`src/raw_params.svh`:
```
// constants for the alarm, watchdog and square-wave block
`ifndef RAW_PARAMS_SVH
`define RAW_PARAMS_SVH

`define RAW_ADDR_CTRL 8'h08
`define RAW_ADDR_WDOG 8'h09
`define RAW_ADDR_ALARM_MONTH_AND_ENABLES 8'h0a
`define RAW_ADDR_AL_DATE 8'h0b
`define RAW_ADDR_AL_HOUR 8'h0c
`define RAW_ADDR_AL_MIN 8'h0d
`define RAW_ADDR_AL_SEC 8'h0e
`define RAW_ADDR_FLAGS 8'h0f
`define RAW_ADDR_SQW 8'h13

`define RAW_CTRL_OUT_BIT 7
`define RAW_CTRL_FT_BIT 6
`define RAW_WD_ROUTE_BIT 7
`define RAW_WD_MULT_MSB 6
`define RAW_WD_MULT_LSB 2
`define RAW_WD_RES_MSB 1
`define RAW_WD_RES_LSB 0
`define RAW_AL_PIN_EN_BIT 7
`define RAW_SQW_EN_BIT 6
`define RAW_BK_AL_EN_BIT 5
`define RAW_HT_BIT 6
`define RAW_RPT_BIT 7
`define RAW_RPT5_BIT 6
`define RAW_FLAG_WD_BIT 7
`define RAW_FLAG_AL_BIT 6
`define RAW_FLAG_BL_BIT 4
`define RAW_SQW_RATE_MSB 7
`define RAW_SQW_RATE_LSB 4

`define RAW_CTRL_RST 8'h80
`define RAW_AL_HOUR_RST 8'h40
`define RAW_ZERO_BYTE 8'h00

`define RAW_MASK_MONTH 8'h1f
`define RAW_MASK_DATE 8'h3f
`define RAW_MASK_HOUR 8'h3f
`define RAW_MASK_MIN 8'h7f
`define RAW_MASK_SEC 8'h7f

`define RAW_RPT_SECOND 5'h1f
`define RAW_RPT_MINUTE 5'h1e
`define RAW_RPT_HOUR 5'h1c
`define RAW_RPT_DAY 5'h18
`define RAW_RPT_MONTH 5'h10
`define RAW_RPT_YEAR 5'h00

`define RAW_PRESCALE_W 17
`define RAW_RES_MASK_16TH 17'h007ff
`define RAW_RES_MASK_QUARTER 17'h01fff
`define RAW_RES_MASK_SECOND 17'h07fff
`define RAW_RES_MASK_4SEC 17'h1ffff
`define RAW_FT_TAP 5
`define RAW_SQW_OSC_CODE 4'h1
`define RAW_SQW_OFF_CODE 4'h0

`define RAW_CLK_MHZ 250
`define RAW_RESET_RECOVERY_TIME_NORM_US 97000
`define RAW_RESET_RECOVERY_TIME_HALT_US 100000
`define RAW_RESET_RECOVERY_TIME_FAST_US 1000

`endif

```
`src/raw_pkg.sv`:
```
// types shared by the alarm, watchdog and square-wave block
package raw_pkg;

  typedef struct packed {
    logic [7:0] month;
    logic [7:0] date;
    logic [7:0] hour;
    logic [7:0] minute;
    logic [7:0] second;
  } raw_time_t;

  typedef struct packed {
    logic [7:0] addr;
    logic wr;
    logic rd;
    logic [7:0] wdata;
  } raw_reg_req_t;

  typedef enum logic [2:0] {
    RAW_SCOPE_SECOND,
    RAW_SCOPE_MINUTE,
    RAW_SCOPE_HOUR,
    RAW_SCOPE_DAY,
    RAW_SCOPE_MONTH,
    RAW_SCOPE_YEAR
  } raw_scope_t;

  typedef enum logic [1:0] {
    RAW_RST_RUN,
    RAW_RST_FAIL,
    RAW_RST_RECOVER
  } raw_rst_state_t;

endpackage

```
`src/raw_alarm_wdog.sv`:
```
// alarm, watchdog, square-wave and power-on-reset logic of the clock
`include "raw_params.svh"

// Function
// [RULE1] alarm settings live at 0x0a to 0x0e
// [RULE2] repeat code picks compared alarm fields
// [RULE3] undefined repeat codes act as every second
// [RULE4] match sets flag, pin if enabled
// [RULE5] pointer on flags holds alarm interrupt off
// [RULE6] host disables alarm with zero date, code
// [RULE7] flags read releases pin, clears flag after
// [RULE8] back-up alarm drives pin only if both enabled
// [RULE9] power-up clears both alarm enables
// [RULE10] watchdog register: multiplier above resolution code
// [RULE11] timeout equals multiplier times resolution
// [RULE12] timeout may vary one resolution step
// [RULE13] expiry sets flag bit7, flags read clears
// [RULE14] route bit picks interrupt or reset pulse
// [RULE15] reset-routed expiry clears watchdog and enables
// [RULE16] kick edge or register write restarts count
// [RULE17] writing 0x00 releases pin, disables watchdog
// [RULE18] power-up clears watchdog register
// [RULE19] routed watchdog overrides frequency test output
// [RULE20] rate code selects square wave frequency
// [RULE21] square wave only while its enable set
// [RULE22] fixed 32k runs unless halted or back-up
// [RULE23] reset low on power fail, then recovery
// [RULE24] recovery length from select and halt bits
// [RULE25] flags layout: bits 7, 6, 4
// [RULE26] power-up defaults for control bits
// [RULE27] match once per seconds update, scoped fields
module raw_alarm_wdog
  import raw_pkg::*;
#(
  parameter int RESET_RECOVERY_TIME_NORM_CYC = `RAW_RESET_RECOVERY_TIME_NORM_US * `RAW_CLK_MHZ,
  parameter int RESET_RECOVERY_TIME_HALT_CYC = `RAW_RESET_RECOVERY_TIME_HALT_US * `RAW_CLK_MHZ,
  parameter int RESET_RECOVERY_TIME_FAST_CYC = `RAW_RESET_RECOVERY_TIME_FAST_US * `RAW_CLK_MHZ
) (
  // clock and reset
  input wire logic core_clk,
  input wire logic sys_rst,
  // register access from the serial front end
  input raw_reg_req_t regReq,
  input wire logic [7:0] addrPtr,
  output logic [7:0] regRdata,
  // time counters and monitors, same clock
  input wire logic secTick,
  input raw_time_t timeNow,
  input wire logic oscillatorHalt,
  input wire logic recoveryLengthSelect,
  input wire logic batteryLowFlag,
  // asynchronous pins
  input wire logic oscPin,
  input wire logic supplyOk,
  input wire logic watchdogKickInput,
  // open-drain and push-pull outputs
  output logic sharedIrqOut,
  output logic sharedIrqOe,
  output logic resetOut,
  output logic resetOe,
  output logic squareWavePin,
  output logic fixed32khzOutput
);

  if (RESET_RECOVERY_TIME_NORM_CYC < 1 || RESET_RECOVERY_TIME_HALT_CYC < 1 || RESET_RECOVERY_TIME_FAST_CYC < 1) begin : g_check
    $error("recovery counts must be at least one cycle");
  end

  function automatic logic fieldEq(input logic [7:0] a, input logic [7:0] b, input logic [7:0] mask);
    return ((a ^ b) & mask) == `RAW_ZERO_BYTE;
  endfunction

  function automatic raw_scope_t scopeOf(input logic [4:0] rpt);
    raw_scope_t s;
    s = RAW_SCOPE_SECOND;
    case (rpt)
      `RAW_RPT_MINUTE: s = RAW_SCOPE_MINUTE;
      `RAW_RPT_HOUR: s = RAW_SCOPE_HOUR;
      `RAW_RPT_DAY: s = RAW_SCOPE_DAY;
      `RAW_RPT_MONTH: s = RAW_SCOPE_MONTH;
      `RAW_RPT_YEAR: s = RAW_SCOPE_YEAR;
      default: s = RAW_SCOPE_SECOND; // RULE3
    endcase
    return s;
  endfunction

  function automatic logic [`RAW_PRESCALE_W-1:0] resMask(input logic [1:0] res);
    logic [`RAW_PRESCALE_W-1:0] m;
    m = `RAW_RES_MASK_4SEC;
    case (res)
      2'h0: m = `RAW_RES_MASK_16TH;
      2'h1: m = `RAW_RES_MASK_QUARTER;
      2'h2: m = `RAW_RES_MASK_SECOND;
      default: m = `RAW_RES_MASK_4SEC;
    endcase
    return m;
  endfunction

  // synchronisers for the pins
  logic oscMeta, oscSync, oscPrev;
  logic supplyMeta, supplySync, supplyPrev;
  logic kickMeta, kickSync, kickPrev;

  always_ff @(posedge core_clk) begin
    if (sys_rst) begin
      {oscMeta, oscSync, oscPrev} <= 3'h0;
      {supplyMeta, supplySync, supplyPrev} <= 3'h0;
      {kickMeta, kickSync, kickPrev} <= 3'h0;
    end else begin
      {oscMeta, oscSync, oscPrev} <= {oscPin, oscMeta, oscSync};
      {supplyMeta, supplySync, supplyPrev} <= {supplyOk, supplyMeta, supplySync};
      {kickMeta, kickSync, kickPrev} <= {watchdogKickInput, kickMeta, kickSync};
    end
  end

  wire oscRise = oscSync & ~oscPrev;
  wire powerUp = supplySync & ~supplyPrev;
  wire backup = ~supplySync;
  wire kickEdge = kickSync ^ kickPrev;

  // registers
  logic [7:0] ctrlReg;
  logic [7:0] wdReg;
  logic [7:0] alarmReg [0:4];
  logic [3:0] sqwRate;
  logic alarmFlag, alarmPend, wdFlag, wdIrq;
  logic [`RAW_PRESCALE_W-1:0] prescale;
  logic [4:0] wdCount;
  logic wdExpired;

  // address decode
  wire hitCtrl = regReq.addr == `RAW_ADDR_CTRL;
  wire hitWd = regReq.addr == `RAW_ADDR_WDOG;
  wire hitAlarm = regReq.addr >= `RAW_ADDR_ALARM_MONTH_AND_ENABLES && regReq.addr <= `RAW_ADDR_AL_SEC; // RULE1
  wire hitFlags = regReq.addr == `RAW_ADDR_FLAGS;
  wire hitSqw = regReq.addr == `RAW_ADDR_SQW;
  wire [2:0] alarmIdx = 3'(regReq.addr - `RAW_ADDR_ALARM_MONTH_AND_ENABLES);
  wire wdWrite = regReq.wr & hitWd;
  wire flagsRead = regReq.rd & hitFlags;

  wire [7:0] flagsValue = {wdFlag, alarmFlag, 1'b0, batteryLowFlag, 4'h0}; // RULE25
  wire [7:0] readMux = hitCtrl ? ctrlReg :
                       hitWd ? wdReg :
                       hitAlarm ? alarmReg[alarmIdx] :
                       hitFlags ? flagsValue :
                       hitSqw ? {sqwRate, 4'h0} :
                       `RAW_ZERO_BYTE;

  // enables and fields
  wire alarmPinEn = alarmReg[0][`RAW_AL_PIN_EN_BIT];
  wire backupAlarmEn = alarmReg[0][`RAW_BK_AL_EN_BIT];
  wire squareWaveEn = alarmReg[0][`RAW_SQW_EN_BIT];
  wire ftBit = ctrlReg[`RAW_CTRL_FT_BIT];
  wire outBit = ctrlReg[`RAW_CTRL_OUT_BIT];
  wire routeReset = wdReg[`RAW_WD_ROUTE_BIT];
  wire [4:0] wdMult = wdReg[`RAW_WD_MULT_MSB:`RAW_WD_MULT_LSB]; // RULE10
  wire [1:0] wdRes = wdReg[`RAW_WD_RES_MSB:`RAW_WD_RES_LSB]; // RULE10
  wire wdArmed = wdMult != 5'h0;

  // alarm compare
  wire [4:0] repeatCode = {alarmReg[1][`RAW_RPT5_BIT], alarmReg[1][`RAW_RPT_BIT], alarmReg[2][`RAW_RPT_BIT],
                           alarmReg[3][`RAW_RPT_BIT], alarmReg[4][`RAW_RPT_BIT]};
  wire raw_scope_t scope = scopeOf(repeatCode); // RULE2
  wire monthEq = fieldEq(alarmReg[0], timeNow.month, `RAW_MASK_MONTH);
  wire dateEq = fieldEq(alarmReg[1], timeNow.date, `RAW_MASK_DATE);
  wire hourEq = fieldEq(alarmReg[2], timeNow.hour, `RAW_MASK_HOUR);
  wire minEq = fieldEq(alarmReg[3], timeNow.minute, `RAW_MASK_MIN);
  wire secEq = fieldEq(alarmReg[4], timeNow.second, `RAW_MASK_SEC);
  wire alarmMatch = (scope == RAW_SCOPE_SECOND) ||
                    (secEq && (scope == RAW_SCOPE_MINUTE ||
                    (minEq && (scope == RAW_SCOPE_HOUR ||
                    (hourEq && (scope == RAW_SCOPE_DAY ||
                    (dateEq && (scope == RAW_SCOPE_MONTH || monthEq)))))))); // RULE2
  // evaluated only on the seconds update, so one match flags once
  wire alarmSet = secTick & alarmMatch; // RULE27
  wire pinAllowed = alarmPinEn & (~backup | backupAlarmEn); // RULE8

  // watchdog timing; phase of the free prescaler gives the one-step slack
  wire resTick = oscRise && ((prescale & resMask(wdRes)) == resMask(wdRes)); // RULE12
  wire wdRestart = kickEdge | wdWrite; // RULE16
  wire wdTimeout = resTick & wdArmed & ~wdExpired & ~wdRestart & (5'(wdCount + 5'h1) == wdMult); // RULE11
  wire wdResetFire = wdTimeout & routeReset; // RULE14
  wire powerClear = powerUp | wdResetFire;

  // register writes
  always_ff @(posedge core_clk) begin
    if (sys_rst) begin
      ctrlReg <= `RAW_CTRL_RST; // RULE26
      wdReg <= `RAW_ZERO_BYTE; // RULE18
      alarmReg[0] <= `RAW_ZERO_BYTE; // RULE9
      alarmReg[1] <= `RAW_ZERO_BYTE;
      alarmReg[2] <= `RAW_AL_HOUR_RST; // RULE26
      alarmReg[3] <= `RAW_ZERO_BYTE;
      alarmReg[4] <= `RAW_ZERO_BYTE;
      sqwRate <= 4'h0;
    end else begin
      if (regReq.wr && hitCtrl) begin
        ctrlReg <= regReq.wdata;
      end
      if (regReq.wr && hitAlarm) begin
        alarmReg[alarmIdx] <= regReq.wdata;
      end
      if (regReq.wr && hitSqw) begin
        sqwRate <= regReq.wdata[`RAW_SQW_RATE_MSB:`RAW_SQW_RATE_LSB];
      end
      if (wdResetFire || powerUp) begin
        wdReg <= `RAW_ZERO_BYTE; // RULE15
      end else if (wdWrite) begin
        wdReg <= regReq.wdata;
      end
      if (powerClear) begin
        ctrlReg[`RAW_CTRL_FT_BIT] <= 1'b0; // RULE15
        alarmReg[0][`RAW_AL_PIN_EN_BIT] <= 1'b0; // RULE9
        alarmReg[0][`RAW_BK_AL_EN_BIT] <= 1'b0; // RULE9
        alarmReg[0][`RAW_SQW_EN_BIT] <= 1'b0; // RULE15
      end
      if (powerUp) begin
        alarmReg[2][`RAW_HT_BIT] <= 1'b1; // RULE26
      end
    end
  end

  // read data, one cycle after the strobe
  always_ff @(posedge core_clk) begin
    if (sys_rst) begin
      regRdata <= `RAW_ZERO_BYTE;
    end else if (regReq.rd) begin
      regRdata <= readMux;
    end
  end

  // sticky flags; a set in the clearing cycle wins
  always_ff @(posedge core_clk) begin
    if (sys_rst) begin
      alarmFlag <= 1'b0;
      alarmPend <= 1'b0;
      wdFlag <= 1'b0;
      wdIrq <= 1'b0;
    end else begin
      alarmFlag <= alarmSet | (alarmFlag & ~flagsRead); // RULE4
      alarmPend <= (alarmSet & pinAllowed) | (alarmPend & ~flagsRead); // RULE7
      wdFlag <= wdTimeout | (wdFlag & ~flagsRead); // RULE13
      wdIrq <= (wdTimeout & ~routeReset) | (wdIrq & ~(wdWrite && regReq.wdata == `RAW_ZERO_BYTE)); // RULE17
    end
  end

  // prescaler and watchdog count
  always_ff @(posedge core_clk) begin
    if (sys_rst) begin
      prescale <= '0;
    end else if (oscRise) begin
      prescale <= prescale + 1'b1;
    end
  end

  always_ff @(posedge core_clk) begin
    if (sys_rst || wdRestart || !wdArmed) begin
      wdCount <= 5'h0; // RULE16
      wdExpired <= 1'b0;
    end else if (resTick && !wdExpired) begin
      wdCount <= 5'(wdCount + 5'h1);
      wdExpired <= wdTimeout;
    end
  end

  // shared open-drain interrupt pin
  wire ptrOnFlags = addrPtr == `RAW_ADDR_FLAGS;
  wire alarmDrive = alarmPend & pinAllowed & ~ptrOnFlags; // RULE5
  // watchdog routed to the pin keeps frequency test off
  wire ftOn = ftBit & ~alarmPinEn & (routeReset | wdReg == `RAW_ZERO_BYTE) & ~oscillatorHalt; // RULE19
  wire outMode = ~ftBit & ~alarmPinEn & (wdReg == `RAW_ZERO_BYTE);
  wire ftLow = ftOn & ~prescale[`RAW_FT_TAP];
  wire next_irqOe = wdIrq | alarmDrive | (supplySync & (ftLow | (outMode & ~outBit))); // RULE4

  // square wave and fixed outputs
  wire [3:0] rateTap = 4'(sqwRate - 4'h1);
  wire rateLevel = (sqwRate == `RAW_SQW_OSC_CODE) ? oscSync : prescale[rateTap]; // RULE20
  wire next_sqw = squareWaveEn & (sqwRate != `RAW_SQW_OFF_CODE) & rateLevel & supplySync; // RULE21
  wire next_fixed_32khz_output = oscSync & ~oscillatorHalt & supplySync; // RULE22

  always_ff @(posedge core_clk) begin
    if (sys_rst) begin
      sharedIrqOut <= 1'b0;
      sharedIrqOe <= 1'b0;
      squareWavePin <= 1'b0;
      fixed32khzOutput <= 1'b0;
    end else begin
      sharedIrqOut <= 1'b0;
      sharedIrqOe <= next_irqOe;
      squareWavePin <= next_sqw;
      fixed32khzOutput <= next_fixed_32khz_output;
    end
  end

  // reset output sequencing
  raw_rst_state_t rstState, next_rstState;
  logic [31:0] recCount;
  wire [31:0] recLoad = recoveryLengthSelect ? 32'(RESET_RECOVERY_TIME_FAST_CYC) :
                        oscillatorHalt ? 32'(RESET_RECOVERY_TIME_HALT_CYC) : 32'(RESET_RECOVERY_TIME_NORM_CYC); // RULE24
  wire recLoadNow = (rstState == RAW_RST_FAIL && supplySync) ||
                    (rstState == RAW_RST_RUN && supplySync && wdResetFire);

  always_comb begin
    next_rstState = rstState;
    case (rstState)
      RAW_RST_RUN: begin
        if (!supplySync) begin
          next_rstState = RAW_RST_FAIL; // RULE23
        end else if (wdResetFire) begin
          next_rstState = RAW_RST_RECOVER; // RULE14
        end
      end
      RAW_RST_FAIL: begin
        if (supplySync) begin
          next_rstState = RAW_RST_RECOVER; // RULE23
        end
      end
      default: begin
        if (!supplySync) begin
          next_rstState = RAW_RST_FAIL;
        end else if (recCount == 32'h1) begin
          next_rstState = RAW_RST_RUN;
        end
      end
    endcase
  end

  always_ff @(posedge core_clk) begin
    if (sys_rst) begin
      rstState <= RAW_RST_FAIL;
      recCount <= 32'h0;
      resetOut <= 1'b0;
      resetOe <= 1'b1;
    end else begin
      rstState <= next_rstState;
      recCount <= recLoadNow ? recLoad : (recCount != 32'h0 ? recCount - 32'h1 : 32'h0);
      resetOut <= 1'b0;
      resetOe <= next_rstState != RAW_RST_RUN; // RULE23
    end
  end

endmodule

```
`config.mk`:
```
export PLATFORM = sky130hd
export DESIGN_NAME = raw_alarm_wdog
export DESIGN_NICKNAME = d
export VERILOG_FILES = /design/src/raw_pkg.sv /design/src/raw_alarm_wdog.sv
export VERILOG_INCLUDE_DIRS = /design/src /design/src/src
export SDC_FILE = /design/constraint.sdc
export NUM_CORES = 1
export LEC_CHECK = 0
export BUFFER_PORTS_ARGS = -buffer_cell sky130_fd_sc_hd__buf_2
export CAP_MARGIN = 30
export CELL_PAD_IN_SITES_DETAIL_PLACEMENT = 1
export CELL_PAD_IN_SITES_GLOBAL_PLACEMENT = 1
export CORE_MARGIN = 8
export CORE_UTILIZATION = 44
export CTS_CLUSTER_SIZE = 16
export DETAILED_ROUTE_END_ITERATION = 6
export GPL_ROUTABILITY_DRIVEN = 0
export PLACE_DENSITY_LB_ADDON = 0.1
export SLEW_MARGIN = 0
export SYNTH_ARGS = -nofsm -noshare
export SYNTH_HDL_FRONTEND = slang
export SYNTH_SLANG_ARGS = --single-unit
```
`constraint.sdc`:
```
create_clock -name core_clk -period 7.35 [get_ports core_clk]
set_input_delay 1.1025 -clock core_clk [delete_from_list [all_inputs] [get_ports core_clk]]
set_output_delay 1.1025 -clock core_clk [all_outputs]
set_load 0.005 [all_outputs]
```
## Word level (Yosys, flattened, before mapping)

Memories as Yosys holds them, arrays and structs flattened.
Index checks and enable logic that the tools add are counted.

| storage, ports and cells | value |
|---|---|
| ROM bits | 0 |
| input bits | 75 |
| register bits after elaboration | 102 |
| word-level logic and storage cells | 247 |
| bits in latches | 0 |
| output and inout port bits | 14 |
| memories | 1 |
| RAM bits | 40 |

Memory list:

| name | depth | width | read ports | clocked after Yosys merged registers in | write ports | line | text |
|---|---|---|---|---|---|---|---|
| alarmReg | 5 | 8 | 6 | 0 | 5 | raw_alarm_wdog.sv:124 | `logic [7:0] alarmReg [0:4];` |

| cells by class | value |
|---|---|
| reduce and logical (&&, ||, !) cells | 43 |
| shifts and indexed selects | 0 |
| multiplexer cells | 38 |
| equal/unequal tests | 24 |
| add/sub/neg operators | 5 |
| div/mod/pow operators | 0 |
| bitwise operators | 106 |
| order comparisons | 3 |
| multiply operators | 0 |

Operators with widths:

| cell | number |
|---|---|
| $mux W32 | 2 |
| $logic_not A8 Y1 | 7 |
| $pmux W17 S3 | 1 |
| $and A1 B1 Y1 | 49 |
| $mux W8 | 6 |
| $eq A32 B1 Y1 const B | 1 |
| $eq A8 B4 Y1 const B | 4 |
| $reduce_bool A32 Y1 | 1 |
| $sub A32 B1 Y32 const B | 1 |
| $not A1 Y1 | 26 |
| $mux W25 | 1 |
| $eq A5 B5 Y1 const B | 4 |
| $mux W20 | 1 |
| $add A17 B1 Y17 const B | 1 |
| $and A17 B17 Y17 | 1 |
| $eq A17 B17 Y1 | 1 |
| $mux W1 | 17 |
| $eq A3 B3 Y1 const B | 5 |
| $or A1 B1 Y1 | 15 |
| $pmux W3 S5 | 1 |
| $logic_and A1 B1 Y1 | 14 |
| $xor A7 B7 Y7 | 2 |
| $xor A6 B6 Y6 | 2 |
| $mux W2 | 5 |
| other kinds (30) | 51 |

## Depth between registers and ports, before layout

Gate-level depths: netlist (run 1).

| logic depth | value |
|---|---|
| word-level depth | 22 |
| mapped depth | 9 |

## Least setup slack after synthesis (run 1)

OpenSTA, ideal clock, no wires.

| timing | value |
|---|---|
| kind | input-to-reg |
| start point | input regReq[11] (netlist name) |
| end point | memory alarmReg[7][0] (enable) |
| cell stages on the path | 6 |
| data arrival time | 2.823 ns |
| slack | 4.132 ns |
| path through | ha_1 nor2b_1 o211ai_1 a21o_1 clkbuf_1 nor4_1 |

RTL lines:

| element | line | text |
|---|---|---|
| from (decl) | raw_alarm_wdog.sv:43 | `input raw_reg_req_t regReq,` |
| to (decl) | raw_alarm_wdog.sv:124 |  |

## Worst setup path in the final report (run 1)

| timing | value |
|---|---|
| start point | input regReq[10] (netlist name) |
| end point | register recCount[6] |

| on the way | value |
|---|---|
| cells in the longest elaborated chain, start to end | 10 |

Ends and longest elaborated chain:

| element | line | text |
|---|---|---|
| $eq A8 B4 Y1 (no source line) | -- |  |
| $and A1 B1 Y1 | raw_alarm_wdog.sv:138 | `wire wdWrite = regReq.wr & hitWd;` |
| $or A1 B1 Y1 | raw_alarm_wdog.sv:180 | `wire wdRestart = kickEdge \| wdWrite;` |
| $not A1 Y1 | raw_alarm_wdog.sv:181 | `wire wdTimeout = resTick & wdArmed & ~wdExpired & ~wdRestart & (5'(wdCount + 5'h1) == wdMult);` |
| $and A1 B1 Y1 (2 in series) | raw_alarm_wdog.sv:181 |  |
| $and A1 B1 Y1 | raw_alarm_wdog.sv:182 | `wire wdResetFire = wdTimeout & routeReset;` |
| $logic_and A1 B1 Y1 | raw_alarm_wdog.sv:301 | `(rstState == RAW_RST_RUN && supplySync && wdResetFire);` |
| $logic_or A1 B1 Y1 | raw_alarm_wdog.sv:300 | `wire recLoadNow = (rstState == RAW_RST_FAIL && supplySync) \|\|` |
| $mux W32 | raw_alarm_wdog.sv:336 | `recCount <= recLoadNow ? recLoad : (recCount != 32'h0 ? recCount - 32'h1 : 32'h0);` |
| to (signal assigned) | raw_alarm_wdog.sv:336 |  |
| to (decl) | raw_alarm_wdog.sv:297 | `logic [31:0] recCount;` |

No other way between the ends.
A chain may end at the register's enable or synchronous reset.

==> results.yml, run 1 <==
timing:
  worst_slew_margin_rel_pct: 44.4
  final_hold_viol_count: 0
  finalMaxSlewViolations: 0
  finClkSkew_ns: 0.00746
  fin_tns_setup_ns: 0
  max_clk_rate_ghz: 0.273
  setup_repair_after_global_routing_missed_its_margin: "false"
  finalWorstPathRequiredPeriod_ns: 3.66
  worst_tran_pin_value_ns: 0.831
  total_setup_violations_reported_at_the_end_of_the_flow: 0
  final_cycle_utilization_of_the_critical_path_pct: 49.8
layout:
  layout.filler_cells: 2019
  final_layout_size_suffix_gt1_share_pct: 19.3
  ant_cells: 0
  fin_nets: 924
  area.growth.synth_to_final_pct: 14.2
logic_synthesis:
  async_reset_ff_share_pct: 0
  syn_area_per_cell_um2: 10.6
  synth_edf_count: 60
  yosys.cell_types.count: 69
  netlist_area_um2: 8110
  synth_seq_cells: 166
  ys_seq_area_share_pct: 48.4
  netlist_instances: 766
  yosys_warnings: 0
  dominantRegCellSynth: "dfxtp_1"
hold_path:
  hold-path-cell-count: 1
  hold_path_class: "flop to flop"
  startpoint_of_the_tightest_hold_check_path: "supplyMeta"
  holdPathEnd: "supplySync"
power:
  power.switching_uw: 772
  swShare_pct: 30.4
  cellLeakagePower_uw: 0.00347
  cellPowerDensity_nw_per_um2: 274
  clockPowerShare_pct: 33.9
  ir_worst_vdd_v: 0.000170
  power.sequential.fraction_pct: 43.8
  total_power_uw: 2540
  internal_power_uw: 1770
  comb_power_share_pct: 22.2
clocking:
  clock_tree_from_tritoncts: "done"
  clock_tree.root_cell: "clkbuf_16"
  clock_insertion_delay_worst_skew_ns: 0.42
  post_cts_resize_count: 0
  ctsHtreeMaxLevel: 4
  cts_post_setup_buffers_inserted: 0
  cts_hold_buffers: 0
  path_clk_slew_ns: 0.07
  cts_made_buffers: 17
  clock_tree.buffer_depth: 2
  cts_num_sinks: 166
route:
  wl_met3_um: 1060
  maxUsedRoutingLayer: "met5"
  drt-pass1-iter-count: 6
  final_wirelength_um: 22400
  route.layer.met1.wl_um: 10000
  vias: 6113
  drt_first_iter_violations: 295
  vias_per_cell: 5.66
  wl_met2_um: 11000
  drt.antenna.violating_nets: 0
  post_drt_wl_per_cell_um: 20.8
  remaining_drc_errors: 0
global_route:
  grt_overflow: 0
  grt_use_total_pct: 20.0
  first_global_vias: 6640
  grt_pass1_wl_um: 35500
  antenna_violations_before_repair: 1
  grt_start_max_net_pins: 66
status:
  run_status: "finished, final reports clean"
floorplan:
  coreArea_um2: 18000
  row_count: 49
  width_of_the_die_um: 152
  boundaryPins: 89
  chip_height_um: 152
  design.die.area_um2: 23000
  initial_core_util_pct: 45.0
critical_path:
  startpoint_type: "primary input"
  worstPathArrival_ns: 3.96
  timing.critical_path.required_ns: 7.65
  ff2ff_setup_slack_ns: 3.94
  worstRegToRegCells: 9
  timing.rr.end: "recCount[6]"
  crit-reg2reg-launch: "prescale[0]"
  endpoint_kind: "flop"
  crit_fanout: 39
  critical_path_class: "primary input to flop"
placement:
  port_buffers: 77
  hpwl_um: 16300
flow_run:
  drv.max_cap_violation_count: 0
## cell usage after synthesis, drive strengths merged, types with 4 or more instances
master	n	area, um2
a211oi	7	57.6
ha	11	138
clkbuf	20	85.1
nand2b	6	37.5
nand2	38	143
mux2i	32	320
mux4	20	450
nand3	23	125
nand4	5	31.3
o21ai	10	50.0
o22ai	20	125
inv	13	48.8
and2	37	231
xor2	36	315
a21oi	28	140
xnor2	48	420
edfxtp	60	1800
or2	8	50.1
and3	4	25.0
nor2	87	327
buf	14	87.6
or4	6	52.6
dfxtp	106	2120
or3	8	61.3
nor3	22	110
nor4	23	178
o21a	4	30.0
nor2b	22	138
o311ai	5	43.8
## power by group through the flow
stage | logic [uW] | registers, uW | clock network [uW]
2_1_floorplan | 436 | 1110 | 0
6_report | 564 | 1110 | 861
3_3_place_gp | 536 | 1120 | 0
5_1_grt | 622 | 1120 | 916
3_5_place_dp | 560 | 1130 | 0
4_1_cts | 566 | 1110 | 879
## per-stage QoR
step                      instances  worst slack [ns]  hold slack [ns]  utilization (%)  area, um2
after floorplan                 767              4.13            0.414                -       8110
after global routing           1080              3.45            0.469             51.3       9260
after global placement         1046              3.02            0.422             48.1       8660
final                          1080              3.69            0.448             51.3       9260
after CTS                      1079              3.30            0.459             51.3       9250
after detailed placement       1047              2.87            0.445             48.1       8670
## routing by layer
layer  track usage, %  vias to the layer above
li1                 -                     2905
met1             25.4                     3045
met2             33.8                      132
met3             3.42                       29
met4             6.52                        2
met5                0                        -
## layout make-up
class / instances / area [um2] / share of cell area, %
Timing Repair Buffer: 86 / 453 / 4.89
Tap cell: 229 / 287 / 3.10
Sequential cell: 166 / 3920 / 42.4
Clock buffer: 20 / 489 / 5.29
Inverter: 13 / 48.8 / 0.527
Multi-Input combinational cell: 554 / 3970 / 42.9
Clock inverter: 12 / 87.6 / 0.946
## how the worst max path moves through the flow
stage,cells past startpoint,end,startpoint,slack [ns]
after floorplan,6,alarmReg[7][0],regReq[11],4.13
after global placement,9,recCount[7],regReq[10],3.02
after detailed placement,8,alarmReg[2][1],regReq[11],2.87
after CTS,8,alarmReg[2][3],regReq[11],3.30
after global routing,10,recCount[11],regReq[10],3.45
final,10,recCount[6],regReq[10],3.69
## cells in the final DEF, fill, tap and decap left out, drive strengths merged, types with 4 or more instances in the layout
cell and instances:
xor2 36, nand2 38, nand4 5, o311ai 5
or2 8, nand3 23, a211oi 7, or4 6
clkbuf 21, nand2b 6, and2 37, nor3 22
clkinv 4, dfxtp 106, and3 4, mux2i 32
edfxtp 60, mux4 20, or3 8, nor2 87
o21ai 10, buf 85, nor4 23, ha 11
o21a 4, a21oi 28, inv 18, o22ai 20
nor2b 22, xnor2 48
## cells by family (layout without fill, tap and decap cells)
group / Yosys count / in the layout / synth area share, %
other: 1 / 2 / 0.0463
AO/OA/AOI/OAI: 100 / 100 / 8.12
adder cells (fa/ha/maj): 11 / 11 / 1.70
flip-flops: 166 / 166 / 48.4
buffers and inverters: 47 / 131 / 2.73
multiplexers: 54 / 54 / 9.78
XOR/XNOR: 84 / 84 / 9.07
AND/OR/NAND/NOR: 303 / 303 / 20.2
## worst max-delay path, cell delays in order
cell and delay [ns]:
buf_2 0.10, buf_4 0.28, nand2_1 0.28, o311ai_0 0.20, nor4_1 0.66, a21oi_1 0.24
o21ai_1 0.46, buf_4 0.27, buf_4 0.22, o22ai_1 0.12
## flip-flops by register name, indices dropped and copies added (netlist names), 2 cells and up
signal / count
alarmReg: 64
recCount: 32
prescale: 17
ctrlReg: 8
regRdata: 8
wdReg: 8
wdCount: 5
sqwRate: 4
rstState: 2
Note: power is estimated with default switching activity, not from simulation.
==> run 2: changes to the inputs <==
==> constraint.sdc (replaced) <==
create_clock -name core_clk -period 3.84 [get_ports core_clk]
set_input_delay 0.576 -clock core_clk [delete_from_list [all_inputs] [get_ports core_clk]]
set_output_delay 0.576 -clock core_clk [all_outputs]
set_load 0.005 [all_outputs]
==> run 2 against run 1 <==
Effect of this change:
- utilization up 0.35 points
- sequential cell count unchanged
- sequential power up 92%
- non-clock buffer count up 1
- via count up 1.4%
- global-route usage up 0.40 points
- clock skew up 0.0016 ns
- critical endpoint is now recCount[21]
- largest cell class unchanged
==> results.yml, run 2 (same netlist as run 1, synthesis figures left out) <==
global_route:
  grt_pass1_wl_um: 36100
  grt_use_total_pct: 20.4
  antenna_violations_before_repair: 0
  grt_overflow: 0
  first_global_vias: 6715
  grt_start_max_net_pins: 50
timing:
  worst_tran_pin_value_ns: 0.787
  final_critical_path_setup_slack_ns: 0.824
  final_cycle_utilization_of_the_critical_path_pct: 78.5
  finalMaxSlewViolations: 0
  setup_repair_after_global_routing_missed_its_margin: "false"
  total_setup_violations_reported_at_the_end_of_the_flow: 0
  fin_tns_setup_ns: 0
  final_hold_viol_count: 0
  max_clk_rate_ghz: 0.332
  finalWorstPathRequiredPeriod_ns: 3.02
  finClkSkew_ns: 0.00911
  worst_slew_margin_rel_pct: 47.4
clocking:
  cts_hold_buffers: 0
  clock_tree.buffer_depth: 2
  path_clk_slew_ns: 0.07
  cts_post_setup_buffers_inserted: 0
  cts_num_sinks: 166
  clock_insertion_delay_worst_skew_ns: 0.43
  clock_tree_from_tritoncts: "done"
  post_cts_resize_count: 0
  ctsHtreeMaxLevel: 4
  cts_made_buffers: 17
  clock_tree.root_cell: "clkbuf_16"
critical_path:
  critical_path_class: "flop to flop"
  worst_setup_path_startpoint: "prescale[0]"
  critical_path.n_buffers_inverters: 0
  worstPathArrival_ns: 3.36
  worst-path-stages: 7
  endpoint_kind: "flop"
  timing.critical_path.required_ns: 4.18
  worstRegToRegCells: 7
  worst_path_dominant_cell_family: "simple AND/OR/NAND/NOR gates"
  crit-reg2reg-launch: "prescale[0]"
  crit_chain: "ha_1 > nand4b_1 > or4_1 > nor4_1 > a21o_2 > nand3_2 > o22ai_1"
  crit_fanout: 17
  timing.critical_path.slowest_cell_delay_ns: 0.57
  startpoint_type: "flop"
  slowest_stage: "or4_1"
layout:
  largestRegisters: "alarmReg: 64 flops, recCount: 32 flops, prescale: 17 flops"
  multi_input_area_um2: 3970
  area.growth.synth_to_final_pct: 14.9
  layout.filler_cells: 2018
  ant_cells: 0
  fin_nets: 925
  final-seq-area_um2: 3920
  final-instance-count-excl-fill: 1081
  final_layout_size_suffix_gt1_share_pct: 19.4
  final_common_cell: "dfxtp_1"
  largest_register_ff_count: 64
  layout_common_cells: "106 x dfxtp_1, 87 x nor2_1, 77 x buf_2, 60 x edfxtp_1, 48 x xnor2_1"
  register_bank_with_the_most_flops: "alarmReg"
route:
  remaining_drc_errors: 0
  drt.antenna.violating_nets: 0
  drt-pass1-iter-count: 5
  final_wirelength_um: 22600
  post_drt_wl_per_cell_um: 20.9
  drt_first_iter_violations: 377
  vias: 6196
  vias_per_cell: 5.73
hold_path:
  startpoint_of_the_tightest_hold_check_path: "watchdogKickInput"
  hold-path-cell-count: 2
  hold_path_class: "primary input to flop"
flow_run:
  drv.max_cap_violation_count: 0
floorplan:
  design.die.area_um2: 23000
  boundaryPins: 89
  coreArea_um2: 18000
  row_count: 49
  width_of_the_die_um: 152
  chip_height_um: 152
  initial_core_util_pct: 45.0
placement:
  port_buffers: 77
  place_worst_setup_slack_ns: 0.739
  hpwl_um: 16700
  placedCellCount: 1048
power:
  cellPowerDensity_nw_per_um2: 542
  ir_worst_vdd_v: 0.000444
  cellLeakagePower_uw: 0.00351
status:
  run_status: "finished, final reports clean"
==> run 2: power by group <==
part | switching [uW] | internal [uW] | total, uW
logic | 642 | 477 | 1120
clock network | 721 | 1080 | 1800
registers | 158 | 1980 | 2130
==> run 2: final timing paths <==
check / end / slack, ns
worst min-delay path: kickMeta / 0.37
worst max-delay path: recCount[21] / 0.82
worst min register to register: kickSync / 0.45
worst max register to register: recCount[21] / 0.82
==> run 2: metrics by stage <==
step	total power [uW]	hold WS (ns)	utilization, %	cell area [um2]
detailed placement	3270	0.439	48.1	8680
CTS	5100	0.355	51.7	9310
global placement	3180	0.424	48.1	8680
floorplan	2960	0.414	-	8110
global route	5310	0.364	51.7	9320
finish	5050	0.366	51.7	9320
==> run 2: cell type report <==
type / count / area share, %
inverter: 13 / 0.524
clock inverter: 11 / 1.41
clock buffer: 21 / 5.40
multi-input combinational: 554 / 42.6
timing repair buffer: 87 / 4.91
tap: 229 / 3.08
sequential: 166 / 42.1
==> run 2: per-layer routing <==
| metal | track usage, % | share of wire [%] |
|---|---|---|
| met3 | 3.59 | 5.0 |
| met4 | 6.08 | 1.2 |
| met2 | 35.0 | 50 |
| met1 | 25.6 | 44 |
| met5 | 0 | 0 |
